$ cat src/dcs_regs.svh
// register map, field codes and timing constants of the safety stop monitor
`ifndef DCS_REGS_SVH
`define DCS_REGS_SVH
`define DCS_CLK_MHZ        100
`define DCS_DEB_TIME_MS    2
`define DCS_DEB_CYCLES     (`DCS_DEB_TIME_MS * 1000 * `DCS_CLK_MHZ)
`define DCS_ADDR_CTRL      8'h00
`define DCS_ADDR_FSEL0     8'h04
`define DCS_ADDR_FSEL1     8'h08
`define DCS_ADDR_FSEL2     8'h0c
`define DCS_ADDR_STATUS    8'h10
`define DCS_ADDR_FAULT     8'h14
`define DCS_FSEL_RST_RUN   8'h00
`define DCS_FSEL_RST_FREQ  8'h01
`define DCS_FSEL_RST_THIRD 8'h00
`define DCS_CODE_SAFE_POS  8'h50
`define DCS_CODE_SAFE_NEG  8'hb4
`define DCS_CODE_HLTH_POS  8'h51
`define DCS_CODE_HLTH_NEG  8'hb5
`define DCS_CODE_RUN       8'h00
`define DCS_CODE_FREQ      8'h01
`define DCS_FLT_NONE       3'h0
`define DCS_FLT_MISMATCH   3'h1
`define DCS_FLT_CODE_B     3'h2
`define DCS_FLT_CODE_C     3'h3
`define DCS_FLT_CODE_D     3'h4
`define DCS_DISP_RUN       2'h0
`define DCS_DISP_SAFE_STOP 2'h1
`define DCS_DISP_FAULT     2'h2
`define DCS_RESP_OKAY      2'h0
`define DCS_RESP_SLVERR    2'h2
`endif

$ cat src/dcs_pkg.sv
// types of the safety stop monitor
package dcs_pkg;
    typedef enum logic [1:0] {
        DCS_DISP_IDLE,
        DCS_DISP_STOP,
        DCS_DISP_FLT
    } dcs_disp_t;
endpackage

$ cat src/dcs_debounce.sv
// one debounced channel: level accepted after a stable hold time
`timescale 1ns/1ns
`include "dcs_regs.svh"
module dcs_debounce #(
    // hold time in clock cycles; the counter below limits it to 2**18
    parameter int unsigned HOLD_CYCLES = `DCS_DEB_CYCLES
) (
    // clock and reset
    input  wire logic i_clk,
    input  wire logic i_srst,
    // raw and filtered level
    input  wire logic i_raw,
    output logic      o_level
);
    localparam int unsigned CNT_MAX = HOLD_CYCLES;
    logic [17:0] cnt_q;
    logic        level_q;
    wire         differs = (i_raw != level_q);
    wire         expired = (cnt_q == 18'(CNT_MAX - 1));

    // short glitches restart the count and are never accepted
    always_ff @(posedge i_clk) begin
        if (i_srst) begin
            cnt_q   <= 18'h0;
            level_q <= 1'b0;
        end else if (!differs) begin
            cnt_q <= 18'h0;
        end else if (expired) begin
            cnt_q   <= 18'h0;
            level_q <= i_raw;
        end else begin
            cnt_q <= cnt_q + 18'h1;
        end
    end
    assign o_level = level_q;
endmodule

$ cat src/dcs_safety_stop.sv
// dual-channel safety stop monitor with axi4-lite register slave
//
// The implementer's own choices: the register addresses and register access over AXI4-Lite.
`timescale 1ns/1ns
`include "dcs_regs.svh"
// Functional notes
// - two independent channels; open requests stop, short means run.
// - channel level must hold 2 ms before it is accepted.
// - drive enabled only with both shorted and no internal failure.
// - stop status on when both open and no failure.
// - stop status off when drive enabled or stopped by failure.
// - health output on exactly while powered and no failure exists.
// - mismatched channels count as failure; both outputs off, drive off.
// - health routed to run terminal turns it off on fault.
// - code 80 routes stop status positive, 180 negative, any terminal.
// - code 81 routes health positive, 181 negative, any terminal.
// - frequency terminal defaults to frequency detection; 80 selects stop status.
// - run terminal defaults to running indication; 81 selects health.
// - failure shows one of four distinct fault codes on display.
// - both open and no failure shows the safe-stop display.
// - asserted output conducts its open-collector transistor; else off.
module dcs_safety_stop #(
    // filter hold in clock cycles; only a bench shortens it, hardware keeps 2 ms
    parameter int unsigned DEB_CYCLES = `DCS_DEB_CYCLES
) (
    // clock and reset
    input  wire logic        i_clk,
    input  wire logic        i_srst,
    // safety inputs, high = shorted to common
    input  wire logic        i_safety_channel_a,
    input  wire logic        i_safety_channel_b,
    input  wire logic        i_power_ok,
    input  wire logic [2:0]  i_int_fault_code,
    // inverter status sources
    input  wire logic        i_inverter_running,
    input  wire logic        i_freq_detect,
    // drive decision and terminals, high = transistor conducting
    output logic             o_drive_enable,
    output logic             o_run_terminal,
    output logic             o_freq_detect_terminal,
    output logic             o_third_terminal,
    output logic [1:0]       o_safe_stop_display,
    output logic [2:0]       o_fault_code,
    // axi4-lite slave
    input  wire logic [7:0]  i_awaddr,
    input  wire logic        i_awvalid,
    output logic             o_awready,
    input  wire logic [31:0] i_wdata,
    input  wire logic [3:0]  i_wstrb,
    input  wire logic        i_wvalid,
    output logic             o_wready,
    output logic [1:0]       o_bresp,
    output logic             o_bvalid,
    input  wire logic        i_bready,
    input  wire logic [7:0]  i_araddr,
    input  wire logic        i_arvalid,
    output logic             o_arready,
    output logic [31:0]      o_rdata,
    output logic [1:0]       o_rresp,
    output logic             o_rvalid,
    input  wire logic        i_rready
);
    logic        ch_a;
    logic        ch_b;
    logic [7:0]  fsel_q [3];
    logic        aw_q;
    logic        w_q;
    logic [7:0]  awaddr_q;
    logic [31:0] wdata_q;
    logic        wlane_q;
    logic        bvalid_q;
    logic [1:0]  bresp_q;
    logic        rvalid_q;
    logic [31:0] rdata_q;
    logic [1:0]  rresp_q;
    logic        drive_q;
    logic [2:0]  fault_q;
    dcs_pkg::dcs_disp_t disp_q;
    logic [2:0]  term_q;

    // two independent filters, one per channel
    dcs_debounce #(.HOLD_CYCLES(DEB_CYCLES)) u_deb_a (
        .i_clk   (i_clk),
        .i_srst  (i_srst),
        .i_raw   (i_safety_channel_a),
        .o_level (ch_a)
    );
    dcs_debounce #(.HOLD_CYCLES(DEB_CYCLES)) u_deb_b (
        .i_clk   (i_clk),
        .i_srst  (i_srst),
        .i_raw   (i_safety_channel_b),
        .o_level (ch_b)
    );

    // safety decision
    wire        mismatch  = ch_a ^ ch_b;
    wire        failure   = mismatch || (i_int_fault_code != `DCS_FLT_NONE);
    wire        health    = i_power_ok && !failure;
    wire        both_open = !ch_a && !ch_b;
    wire        safe_stat = i_power_ok && both_open && !failure;
    wire        drive_d   = i_power_ok && ch_a && ch_b && !failure;
    wire [2:0]  fault_d   = !i_power_ok ? `DCS_FLT_NONE :
                            (i_int_fault_code != `DCS_FLT_NONE) ? i_int_fault_code :
                            mismatch ? `DCS_FLT_MISMATCH : `DCS_FLT_NONE;

    // terminal function decode, shared by all three terminals
    function automatic logic route(input logic [7:0] code, input logic stat,
                                   input logic hlth, input logic run, input logic frq);
        unique case (code)
            `DCS_CODE_SAFE_POS: route = stat;
            `DCS_CODE_SAFE_NEG: route = !stat;
            `DCS_CODE_HLTH_POS: route = hlth;
            `DCS_CODE_HLTH_NEG: route = !hlth;
            `DCS_CODE_RUN:      route = run;
            `DCS_CODE_FREQ:     route = frq;
            default:            route = 1'b0;
        endcase
    endfunction

    // without power every transistor stays off, negative logic included
    logic [2:0] term_d;
    genvar gi;
    generate
        for (gi = 0; gi < 3; gi++) begin : g_term
            assign term_d[gi] = i_power_ok &&
                route(fsel_q[gi], safe_stat, health, i_inverter_running, i_freq_detect);
        end
    endgenerate

    always_ff @(posedge i_clk) begin
        if (i_srst) begin
            drive_q <= 1'b0;
            fault_q <= `DCS_FLT_NONE;
            term_q  <= 3'h0;
        end else begin
            drive_q <= drive_d;
            fault_q <= fault_d;
            term_q  <= term_d;
        end
    end

    always_ff @(posedge i_clk) begin
        if (i_srst) begin
            disp_q <= dcs_pkg::DCS_DISP_IDLE;
        end else if (fault_d != `DCS_FLT_NONE) begin
            disp_q <= dcs_pkg::DCS_DISP_FLT;
        end else if (safe_stat) begin
            disp_q <= dcs_pkg::DCS_DISP_STOP;
        end else begin
            disp_q <= dcs_pkg::DCS_DISP_IDLE;
        end
    end

    assign o_drive_enable         = drive_q;
    assign o_run_terminal         = term_q[0];
    assign o_freq_detect_terminal = term_q[1];
    assign o_third_terminal       = term_q[2];
    assign o_fault_code           = fault_q;
    assign o_safe_stop_display    = (disp_q == dcs_pkg::DCS_DISP_FLT)  ? `DCS_DISP_FAULT :
                                    (disp_q == dcs_pkg::DCS_DISP_STOP) ? `DCS_DISP_SAFE_STOP :
                                    `DCS_DISP_RUN;

    // axi4-lite write path: address and data taken in either order
    wire aw_take = i_awvalid && o_awready;
    wire w_take  = i_wvalid && o_wready;
    assign o_awready = !aw_q && !bvalid_q;
    assign o_wready  = !w_q && !bvalid_q;
    wire wr_go   = aw_q && w_q && !bvalid_q;
    wire [1:0] wr_idx   = awaddr_q[3:2];
    wire       wr_fsel  = (awaddr_q == `DCS_ADDR_FSEL0) || (awaddr_q == `DCS_ADDR_FSEL1) ||
                          (awaddr_q == `DCS_ADDR_FSEL2);
    wire       wr_ok    = wr_fsel || (awaddr_q == `DCS_ADDR_CTRL) ||
                          (awaddr_q == `DCS_ADDR_STATUS) || (awaddr_q == `DCS_ADDR_FAULT);

    always_ff @(posedge i_clk) begin
        if (i_srst) begin
            aw_q     <= 1'b0;
            w_q      <= 1'b0;
            awaddr_q <= 8'h00;
            wdata_q  <= 32'h0;
            wlane_q  <= 1'b0;
            bvalid_q <= 1'b0;
            bresp_q  <= `DCS_RESP_OKAY;
        end else begin
            if (aw_take) begin
                aw_q     <= 1'b1;
                awaddr_q <= i_awaddr;
            end
            if (w_take) begin
                w_q     <= 1'b1;
                wdata_q <= i_wdata;
                wlane_q <= i_wstrb[0];
            end
            if (wr_go) begin
                aw_q     <= 1'b0;
                w_q      <= 1'b0;
                bvalid_q <= 1'b1;
                bresp_q  <= wr_ok ? `DCS_RESP_OKAY : `DCS_RESP_SLVERR;
            end else if (bvalid_q && i_bready) begin
                bvalid_q <= 1'b0;
            end
        end
    end

    // function selectors; only the low byte lane carries the code
    always_ff @(posedge i_clk) begin
        if (i_srst) begin
            fsel_q[0] <= `DCS_FSEL_RST_RUN;
            fsel_q[1] <= `DCS_FSEL_RST_FREQ;
            fsel_q[2] <= `DCS_FSEL_RST_THIRD;
        end else if (wr_go && wr_fsel && wlane_q) begin
            fsel_q[wr_idx - 2'h1] <= wdata_q[7:0];
        end
    end

    assign o_bvalid = bvalid_q;
    assign o_bresp  = bresp_q;

    // read path, one cycle latency
    assign o_arready = !rvalid_q;
    wire [31:0] rd_status = {26'h0, term_q, health, safe_stat, drive_q};
    wire        rd_ok = (i_araddr == `DCS_ADDR_CTRL)  || (i_araddr == `DCS_ADDR_FSEL0) ||
                        (i_araddr == `DCS_ADDR_FSEL1) || (i_araddr == `DCS_ADDR_FSEL2) ||
                        (i_araddr == `DCS_ADDR_STATUS) || (i_araddr == `DCS_ADDR_FAULT);
    wire [31:0] rd_mux =
        (i_araddr == `DCS_ADDR_FSEL0)  ? {24'h0, fsel_q[0]} :
        (i_araddr == `DCS_ADDR_FSEL1)  ? {24'h0, fsel_q[1]} :
        (i_araddr == `DCS_ADDR_FSEL2)  ? {24'h0, fsel_q[2]} :
        (i_araddr == `DCS_ADDR_STATUS) ? rd_status :
        (i_araddr == `DCS_ADDR_FAULT)  ? {27'h0, ch_b, ch_a, 3'h0} | {29'h0, fault_q} :
        (i_araddr == `DCS_ADDR_CTRL)   ? {31'h0, i_power_ok} : 32'h0;

    always_ff @(posedge i_clk) begin
        if (i_srst) begin
            rvalid_q <= 1'b0;
            rdata_q  <= 32'h0;
            rresp_q  <= `DCS_RESP_OKAY;
        end else if (i_arvalid && o_arready) begin
            rvalid_q <= 1'b1;
            rdata_q  <= rd_mux;
            rresp_q  <= rd_ok ? `DCS_RESP_OKAY : `DCS_RESP_SLVERR;
        end else if (rvalid_q && i_rready) begin
            rvalid_q <= 1'b0;
        end
    end

    assign o_rvalid = rvalid_q;
    assign o_rdata  = rdata_q;
    assign o_rresp  = rresp_q;
endmodule

$ cat config.mk
export PLATFORM = sky130hd
export DESIGN_NAME = dcs_safety_stop
export DESIGN_NICKNAME = d
export VERILOG_FILES = /design/src/dcs_pkg.sv /design/src/dcs_debounce.sv /design/src/dcs_safety_stop.sv
export VERILOG_INCLUDE_DIRS = /design/src
export SDC_FILE = /design/constraint.sdc
export NUM_CORES = 1
export LEC_CHECK = 0
export ABC_AREA = 1
export ABC_CLOCK_PERIOD_IN_PS = 2850
export BUFFER_PORTS_ARGS = -buffer_cell sky130_fd_sc_hd__buf_2
export CAP_MARGIN = 20
export CORE_ASPECT_RATIO = 0.9
export CORE_MARGIN = 2
export CORE_UTILIZATION = 40
export CTS_CLUSTER_SIZE = 20
export DETAILED_ROUTE_END_ITERATION = 12
export GPL_ROUTABILITY_DRIVEN = 0
export MAX_ROUTING_LAYER = met4
export PLACE_DENSITY_LB_ADDON = 0.2
export SYNTH_ARGS = -nofsm -noshare
export SYNTH_HDL_FRONTEND = slang
export SYNTH_HIERARCHICAL = 1
export SYNTH_SLANG_ARGS = --single-unit
$ cat constraint.sdc
create_clock -name i_clk -period 2.85 [get_ports i_clk]
set_input_delay 0.4275 -clock i_clk [delete_from_list [all_inputs] [get_ports i_clk]]
set_output_delay 0.4275 -clock i_clk [all_outputs]
set_load 0.005 [all_outputs]
==> results_dict.tcl, run 1 <==
set metrics [dict create \
    path_max_fanout 6 \
    clockRootBuffer "clkbuf_16" \
    synth-seq-cells 102 \
    finalSetupViolations 0 \
    antenna_cells 0 \
    start_util_pct 41.3 \
    power_uw 2930 \
    mostFrequentLayoutCell "nor2_1" \
    worst_ep_arrival_time_ps 2060 \
    fp.dieH_microns 110 \
    nets 808 \
    core_sq_um 12200 \
    vdd_drop_max_mv 0.263 \
    clock_latency_ps 350 \
    fin_setup_tns_ps 0 \
    cts-htree-levels 3 \
    post_cts_resized 0 \
    rrSetupSlack_ps 1030 \
    dp_hpwl_microns 8510 \
    yosys.cell_types.count 36 \
    vias_per_cell 4.77 \
    startpoint "u_deb_a/o_level" \
    vias 4311 \
    grt_max_degree 20 \
    reg2reg_to "term_q[1]" \
    numClockSinks 102 \
    rsz0062_at_grt "false" \
    synth.avg_cell_area_sq_um 7.45 \
    cts_buffer_depth 2 \
    syn_area_sq_um 5020 \
    cts_hold_buf 0 \
    drc_errors 0 \
    antenna_found_initial 0 \
    floorplan.die_area_sq_um 13500 \
    ys_seq_area_share_pct 45.4 \
    critical_path_class "reg2reg" \
    maxSlewViolCount 0 \
    whs_ps 311 \
    grt_pass1_vias 3838 \
    reg2reg_from "u_deb_a/o_level" \
    leakagePower_uw 0.00230 \
    most-common-layout-cells "nor2_1, nand2_1, dfxtp_1" \
    postCtsSetupBuffers 0 \
    overflow 0 \
    die_w_microns 122 \
    critPathRequiredTime_ps 3090 \
    ant_nets 0 \
    syn2layout_area_growth_pct 12.7 \
    ys_warn_count 6 \
    grt_usage_pct 17.7 \
    outcome "finished clean" \
    drtIter0Drc 419 \
    period_needed_ps 1820 \
    dr.pass1.iters 5 \
    crit_path_end_kind "flop" \
    drv_cap 0 \
    worstSetupEndpoint "term_q[1]" \
    p_per_area_nw_per_um2 518 \
    wirelength_microns 11100 \
    fmax_mhz 551 \
    io_pins 117 \
    num_rows 38 \
    port_buffers 63 \
    reg2regPathDepth 8 \
    netlist_instances 674 \
    cts_made_buffers 9 \
    cts_tree "yes" \
    drive_gt1_share_pct 14.4 \
    start_kind "flop" \
    relSlewSlack_pct 64.4 \
    wl_per_cell_microns 12.3 \
    tightest_slew_ps 532 \
    clkTransAtPathRegs_ps 70 \
    grt_pass1_wl_microns 18000 \
    fillCellCount 1211 \
    hold_path_class "in2reg" \
    skew_ps 6.72 \
    period_share_pct 63.7 \
    hold_viol_final 0 \
]
-- synthesized netlist by cell type --
library cell | number | area [sq um]
nor2_1 | 145 | 544
nand2_1 | 114 | 428
dfxtp_1 | 78 | 1560
inv_1 | 65 | 244
nand3_1 | 45 | 225
a21oi_1 | 42 | 210
o21ai_0 | 30 | 150
buf_4 | 27 | 203
edfxtp_1 | 24 | 721
xor2_1 | 12 | 105
nor2_2 | 10 | 62.6
nor3_1 | 9 | 45.0
nand4_1 | 8 | 50.1
o21ai_1 | 7 | 35.0
nand2_2 | 6 | 37.5
xnor2_1 | 6 | 52.6
a31oi_1 | 5 | 31.3
clkbuf_1 | 5 | 18.8
inv_2 | 4 | 15.0
nand2_4 | 4 | 45.0
o21bai_1 | 4 | 30.0
ha_1 | 3 | 37.5
buf_2 | 2 | 10.0
buf_6 | 2 | 22.5
nor4_1 | 2 | 12.5
o211ai_1 | 2 | 15.0
o21a_1 | 2 | 15.0
or2_0 | 2 | 12.5
or2_2 | 2 | 12.5
a21boi_1 | 1 | 7.51
a22oi_1 | 1 | 7.51
conb_1 | 1 | 3.75
nor2_4 | 1 | 11.3
nor4_2 | 1 | 12.5
nor4_4 | 1 | 21.3
o31ai_1 | 1 | 7.51
-- state kept, by name (all words and copies together) (netlist names), 2 cells and up --
| register | count |
|---|---|
| u_deb_b/cnt_q | 18 |
| disp_q | 2 |
| o_rdata | 8 |
| term_q | 3 |
| wdata_q | 8 |
| u_deb_a/cnt_q | 18 |
| fsel_q | 24 |
| o_fault_code | 3 |
| awaddr_q | 8 |
-- how the worst min path moves through the flow --
stage          depth (start not counted)  slack, ps               end                start
2_1_floorplan                          1        420  u_deb_a/cnt_q[0]     u_deb_a/cnt_q[0]
3_3_place_gp                           1        430  u_deb_a/cnt_q[0]     u_deb_a/cnt_q[0]
3_5_place_dp                           1        440  u_deb_a/cnt_q[0]     u_deb_a/cnt_q[0]
4_1_cts                                3        300   o_fault_code[2]  i_int_fault_code[2]
5_1_grt                                3        320   o_fault_code[2]  i_int_fault_code[2]
6_report                               2        310   o_fault_code[0]  i_int_fault_code[0]
-- area by class of cell --
class,count,area [sq um],area share (%)
clock buffers,10,229,4.05
clock inverters,6,43.8,0.774
inverters,69,259,4.58
multi-input cells,492,2320,41.0
flip-flops and latches,102,2280,40.3
well taps,160,200,3.54
repair buffers,64,323,5.70
-- metrics by stage --
stage / setup slack [ps] / std cells / utilization [%] / cell area, sq um
6_report: 1030 / 903 / 46.5 / 5660
5_1_grt: 879 / 903 / 46.5 / 5660
4_1_cts: 1060 / 903 / 46.5 / 5660
3_5_place_dp: 913 / 887 / 44.3 / 5390
3_3_place_gp: 891 / 887 / 44.3 / 5390
2_1_floorplan: 1160 / 699 / - / 5120
-- logic make-up after synthesis --
logic type	share of synthesized area, %
and+or+nand+nor	30.3
xor gates and xnor gates	3.14
DFF	45.4
AOI/OAI and AO/OA	10.1
adders and majority gates	0.747
buffers and inverters	10.2
other	0.0746
-- critical path, cell delays in order (launching register included) --
cell and delay, ps:
dfxtp_1 420, inv_1 70, ha_1 290, nor2_1 140, nand2_1 180, nor2_1 250, inv_1 130, a31oi_1 150
nor3_1 80
-- per-layer routing --
| metal | vias up | track usage (%) | wire, microns |
|---|---|---|---|
| met5 | - | - | 0 |
| met4 | 0 | 5.58 | 161 |
| met3 | 16 | 3.91 | 646 |
| met2 | 134 | 27.1 | 4800 |
| met1 | 1904 | 23.5 | 5470 |
| li1 | 2257 | - | - |
-- power by group --
group          internal (uW)  switching [uW]  leakage, uW  total (uW)
sequential              1530            32.7     0.000880        1560
combinational           78.7             155      0.00130         234
clock                    595             542     0.000123        1140
(Power assumes the default switching activity.)
==> inputs of run 2 (changes only) <==
ABC_AREA = 0   (was 1)
ABC_CLOCK_PERIOD_IN_PS = 1800   (was 2850)
clock period = 1.8 ns   (was 2.85 ns; I/O delays follow)
==> results_dict.tcl, run 2 <==
set metrics [dict create \
    die_w_microns 122 \
    drtIter0Drc 263 \
    antenna_found_initial 0 \
    synth-main-ff-cell "dfxtp_1" \
    core_sq_um 12100 \
    clock_latency_ps 330 \
    crit_path_end_kind "flop" \
    dp_hpwl_microns 8300 \
    dp_cells 770 \
    cts_buffer_depth 2 \
    rsz0062_at_grt "false" \
    start_util_pct 41.1 \
    vias_per_cell 5.13 \
    synth_most_common_cell "dfxtp_1" \
    worst_ep_arrival_time_ps 1970 \
    overflow 0 \
    vdd_drop_max_mv 0.427 \
    fillCellCount 1156 \
    vias 4035 \
    power_uw 4890 \
    drive_gt1_share_pct 20.9 \
    largest_reg_flops 24 \
    io_pins 117 \
    ys_warn_count 6 \
    grt_pass1_wl_microns 18100 \
    fmax_mhz 578 \
    yosys-top-cells-area "dfxtp_1, edfxtp_1, nor2_1" \
    ys_seq_area_share_pct 45.7 \
    fp.dieH_microns 110 \
    skew_ps 7.93 \
    reg2reg_from "u_deb_a/o_level" \
    synth_common_cells "dfxtp_1, nor2_1, nand2_1, a21oi_1, and2_1" \
    cts_hold_buf 0 \
    fin_cells 786 \
    grt_max_degree 41 \
    numClockSinks 102 \
    p_per_area_nw_per_um2 835 \
    nets 691 \
    whs_ps 177 \
    cts_tree "yes" \
    floorplan.die_area_sq_um 13400 \
    period_needed_ps 1730 \
    antenna_cells 0 \
    critical_path_class "reg2reg" \
    clockRootBuffer "clkbuf_16" \
    period_share_pct 96.2 \
    pre_cts_slack_ps -78.4 \
    synth-seq-cells 102 \
    finalWorstSetupSlack_ps 68.9 \
    cts-htree-levels 3 \
    start_kind "flop" \
    num_rows 38 \
    netlist_instances 542 \
    drv_cap 0 \
    syn2layout_area_growth_pct 17.4 \
    clkTransAtPathRegs_ps 70 \
    top_register "fsel_q" \
    mostFrequentLayoutCell "dfxtp_1" \
    yosys.cell_types.count 58 \
    synth.avg_cell_area_sq_um 9.20 \
    async_flop_share_pct 0 \
    synth-edff-count 24 \
    reg.largest.list "fsel_q (24), u_deb_a/cnt_q (18), u_deb_b/cnt_q (18)" \
    startpoint "u_deb_a/o_level" \
    ant_nets 0 \
    min_path_cells 3 \
    drc_errors 0 \
    syn_area_sq_um 4990 \
    reg2regPathDepth 6 \
    dr.pass1.iters 5 \
    yosysTopAreaCell "dfxtp_1" \
    leakagePower_uw 0.00225 \
    finalSetupViolations 0 \
    port_buffers 63 \
    grt_usage_pct 17.7 \
    synth_top_area_share_pct 31.3 \
    hold_viol_final 0 \
    grt_pass1_vias 3697 \
    critPathRequiredTime_ps 2030 \
    most-common-layout-cells "dfxtp_1, buf_2, nor2_1" \
    maxSlewViolCount 0 \
    hold_start "i_wdata[4]" \
    wirelength_microns 11000 \
    cts_made_buffers 9 \
    wl_per_cell_microns 14.0 \
    path_max_fanout 4 \
    outcome "finished clean" \
    hold_path_class "in2reg" \
    final_util_pct 48.3 \
]
## run 2: repair_timing
action	4_1_cts	5_1_grt
setup buffers	0	0
gates resized for setup	2	2
setup endpoints to repair	3	3
pin swaps	1	0
## run 2: final cells by class
| type | instances | area [sq um] | share of cell area [%] |
|---|---|---|---|
| clock buffers | 10 | 229 | 3.91 |
| clock inverters | 6 | 85.1 | 1.45 |
| inverters | 13 | 48.8 | 0.833 |
| multi-input cells | 406 | 2490 | 42.5 |
| flip-flops and latches | 102 | 2280 | 39.0 |
| well taps | 160 | 200 | 3.42 |
| repair buffers | 89 | 523 | 8.93 |
## run 2: logic make-up after synthesis
| group | share of synthesized area (%) |
|---|---|
| adder cells (fa/ha/maj) | 0.753 |
| multiplexers | 1.58 |
| buffers and inverters | 7.00 |
| flip-flops | 45.7 |
| other | 0.0752 |
| AO/OA/AOI/OAI | 11.6 |
| AND/OR/NAND/NOR | 27.7 |
| XOR/XNOR | 5.62 |
## run 2: path summary, 6_finish.rpt
check / to / slack (ps)
worst max-delay path: term_q[1] / 70
worst min-delay path: wdata_q[4] / 180
worst max register to register: term_q[1] / 70
worst min register to register: awaddr_q[5] / 460
## run 2: per-layer routing
metal	GRT usage, %	vias up	part of all wire, %
li1	-	2027	-
met1	23.9	1860	48
met2	26.8	132	46
met3	3.06	16	5.2
met4	6.73	0	1.1
met5	-	-	0
## run 2: critical path, stage by stage (launching register included)
cell and delay (ps):
dfxtp_2 320, inv_1 60, ha_4 250, or4_4 460
o22ai_1 180, nand3_1 130, a221oi_2 230
## run 2: stage by stage
stage	area, sq um	TNS [ps]
after floorplan	5090	0
after global placement	5510	0
after detailed placement	5510	-96.5
after CTS	5840	0
after global routing	5860	0
final	5860	0
## run 2: power by group
group | switching (uW) | leakage, uW | total, uW | internal (uW)
combinational | 222 | 0.00122 | 381 | 159
clock | 823 | 0.000151 | 2040 | 1220
sequential | 59.6 | 0.000878 | 2470 | 2410
==> inputs of run 3 (changes only) <==
CTS_BUF_LIST = sky130_fd_sc_hd__clkbuf_2   (was unset)
==> results_dict.tcl, run 3 (synthesized netlist as in run 2, its figures left out) <==
set metrics [dict create \
    drive_gt1_share_pct 20.4 \
    syn2layout_area_growth_pct 19.3 \
    numClockSinks 102 \
    rsz0062_at_grt "false" \
    period_needed_ps 1710 \
    critical_path_class "reg2reg" \
    drtIter0Drc 276 \
    reg.largest.list "fsel_q (24), u_deb_a/cnt_q (18), u_deb_b/cnt_q (18)" \
    register_area_sq_um 2280 \
    outcome "finished clean" \
    clkTransAtPathRegs_ps 270 \
    postCtsSetupBuffers 0 \
    port_buffers 63 \
    num_rows 38 \
    whs_ps 86.3 \
    fillCellCount 1155 \
    ant_nets 0 \
    crit_slowest_cell "or4_4" \
    worst_ep_arrival_time_ps 2200 \
    largest_reg_flops 24 \
    io_pins 117 \
    vdd_drop_max_mv 0.340 \
    clock_latency_ps 550 \
    grt_max_degree 41 \
    critPathRequiredTime_ps 2290 \
    most-common-layout-cells "dfxtp_1, buf_2, nor2_1" \
    grt_pass1_wl_microns 18400 \
    hold_viol_final 0 \
    path_buf_inv 1 \
    nets 718 \
    wirelength_microns 11300 \
    critPathTopFamily "simple AND/OR/NAND/NOR gates" \
    cts_made_buffers 9 \
    leakagePower_uw 0.00229 \
    cts-htree-levels 3 \
    path_cells "inv_1 > ha_4 > or4_4 > o22ai_1 > nand3_1 > a221oi_2" \
    start_kind "flop" \
    clockRootBuffer "clkbuf_2" \
    fp.dieH_microns 110 \
    grt_usage_pct 17.9 \
    period_share_pct 94.9 \
    vias_per_cell 5.10 \
    p_per_area_nw_per_um2 691 \
    crit_path_end_kind "flop" \
    crit_path_max_incr_delay_ps 460 \
    dr.pass1.iters 5 \
    skew_ps 33.5 \
    dp_hpwl_microns 8300 \
    fmax_mhz 585 \
    maxSlewViolCount 0 \
    vias 4149 \
    mostFrequentLayoutCell "dfxtp_1" \
    floorplan.die_area_sq_um 13400 \
    multi_input_comb_area_sq_um 2490 \
    antenna_cells 0 \
    top_register "fsel_q" \
    core_sq_um 12100 \
    finalSetupViolations 0 \
    cts_tree "yes" \
    antenna_found_initial 0 \
    grt_pass1_vias 3807 \
    die_w_microns 122 \
    power_uw 4110 \
    path_max_fanout 4 \
    wl_per_cell_microns 13.8 \
    start_util_pct 41.1 \
    drv_cap 0 \
    drc_errors 0 \
    cts_buffer_depth 2 \
    overflow 0 \
    hold_path_class "in2reg" \
]
run 3: changes by cell type in the layout (fill, tap and decap cells not counted):
cell and delta:
clkbuf_1 -1, dlygate4sd3_1 +27, clkbuf_2 +10, and4_2 +1
and4_1 -1, clkbuf_16 -9
run 3: metal layers:
layer / wire, microns / vias to the layer above / track usage (%)
met1: 5370 / 1903 / 23.5
met4: 181 / 0 / 5.34
met3: 541 / 22 / 3.58
li1: - / 2090 / -
met2: 5160 / 134 / 28.3
met5: 0 / - / -
run 3: per-stage QoR:
step / cells / setup TNS [ps] / instance area [sq um] / util, % / setup WS [ps]
after global routing: 813 / 0 / 5950 / 49.1 / 9.72
final: 813 / 0 / 5950 / 49.1 / 92.0
after CTS: 813 / 0 / 5930 / 48.9 / 0.391
after floorplan: 567 / 0 / 5090 / - / 16.9
after global placement: 770 / 0 / 5510 / 45.4 / 10.2
after detailed placement: 770 / -96.5 / 5510 / 45.4 / -78.4
run 3: power breakdown:
| group | switching [uW] | internal [uW] |
|---|---|---|
| registers | 59.5 | 2410 |
| clock network | 748 | 463 |
| logic | 231 | 196 |
| total | 1040 | 3070 |
run 3: repair_timing:
item / in CTS / in global routing
pin swaps: 1 / 0
endpoints found under the hold margin: 26 / 0
gates resized for setup: 2 / 3
hold buffers: 27 / 0
endpoints found under the setup margin: 4 / 5
run 3: tightest hold or removal path, cell delays in order:
cell and delay, ps:
buf_2 150, nand3_2 140, nor2_1 60
run 3: final timing paths:
| path | to | slack, ps | start | depth (start not counted) |
|---|---|---|---|---|
| setup / recovery | term_q[1] | 90 | u_deb_a/o_level | 6 |
| hold / removal | disp_q[0] | 90 | i_power_ok | 3 |
| setup reg to reg | term_q[1] | 90 | u_deb_a/o_level | 6 |
| hold reg to reg | awaddr_q[5] | 470 | awaddr_q[5] | 2 |
run 3: final cells by class:
| class | instances | share of cell area, % |
|---|---|---|
| flip-flops and latches | 102 | 38.4 |
| clock inverters | 6 | 1.43 |
| inverters | 13 | 0.820 |
| repair buffers | 116 | 13.3 |
| multi-input cells | 406 | 41.8 |
| well taps | 160 | 3.36 |
| clock buffers | 10 | 0.841 |
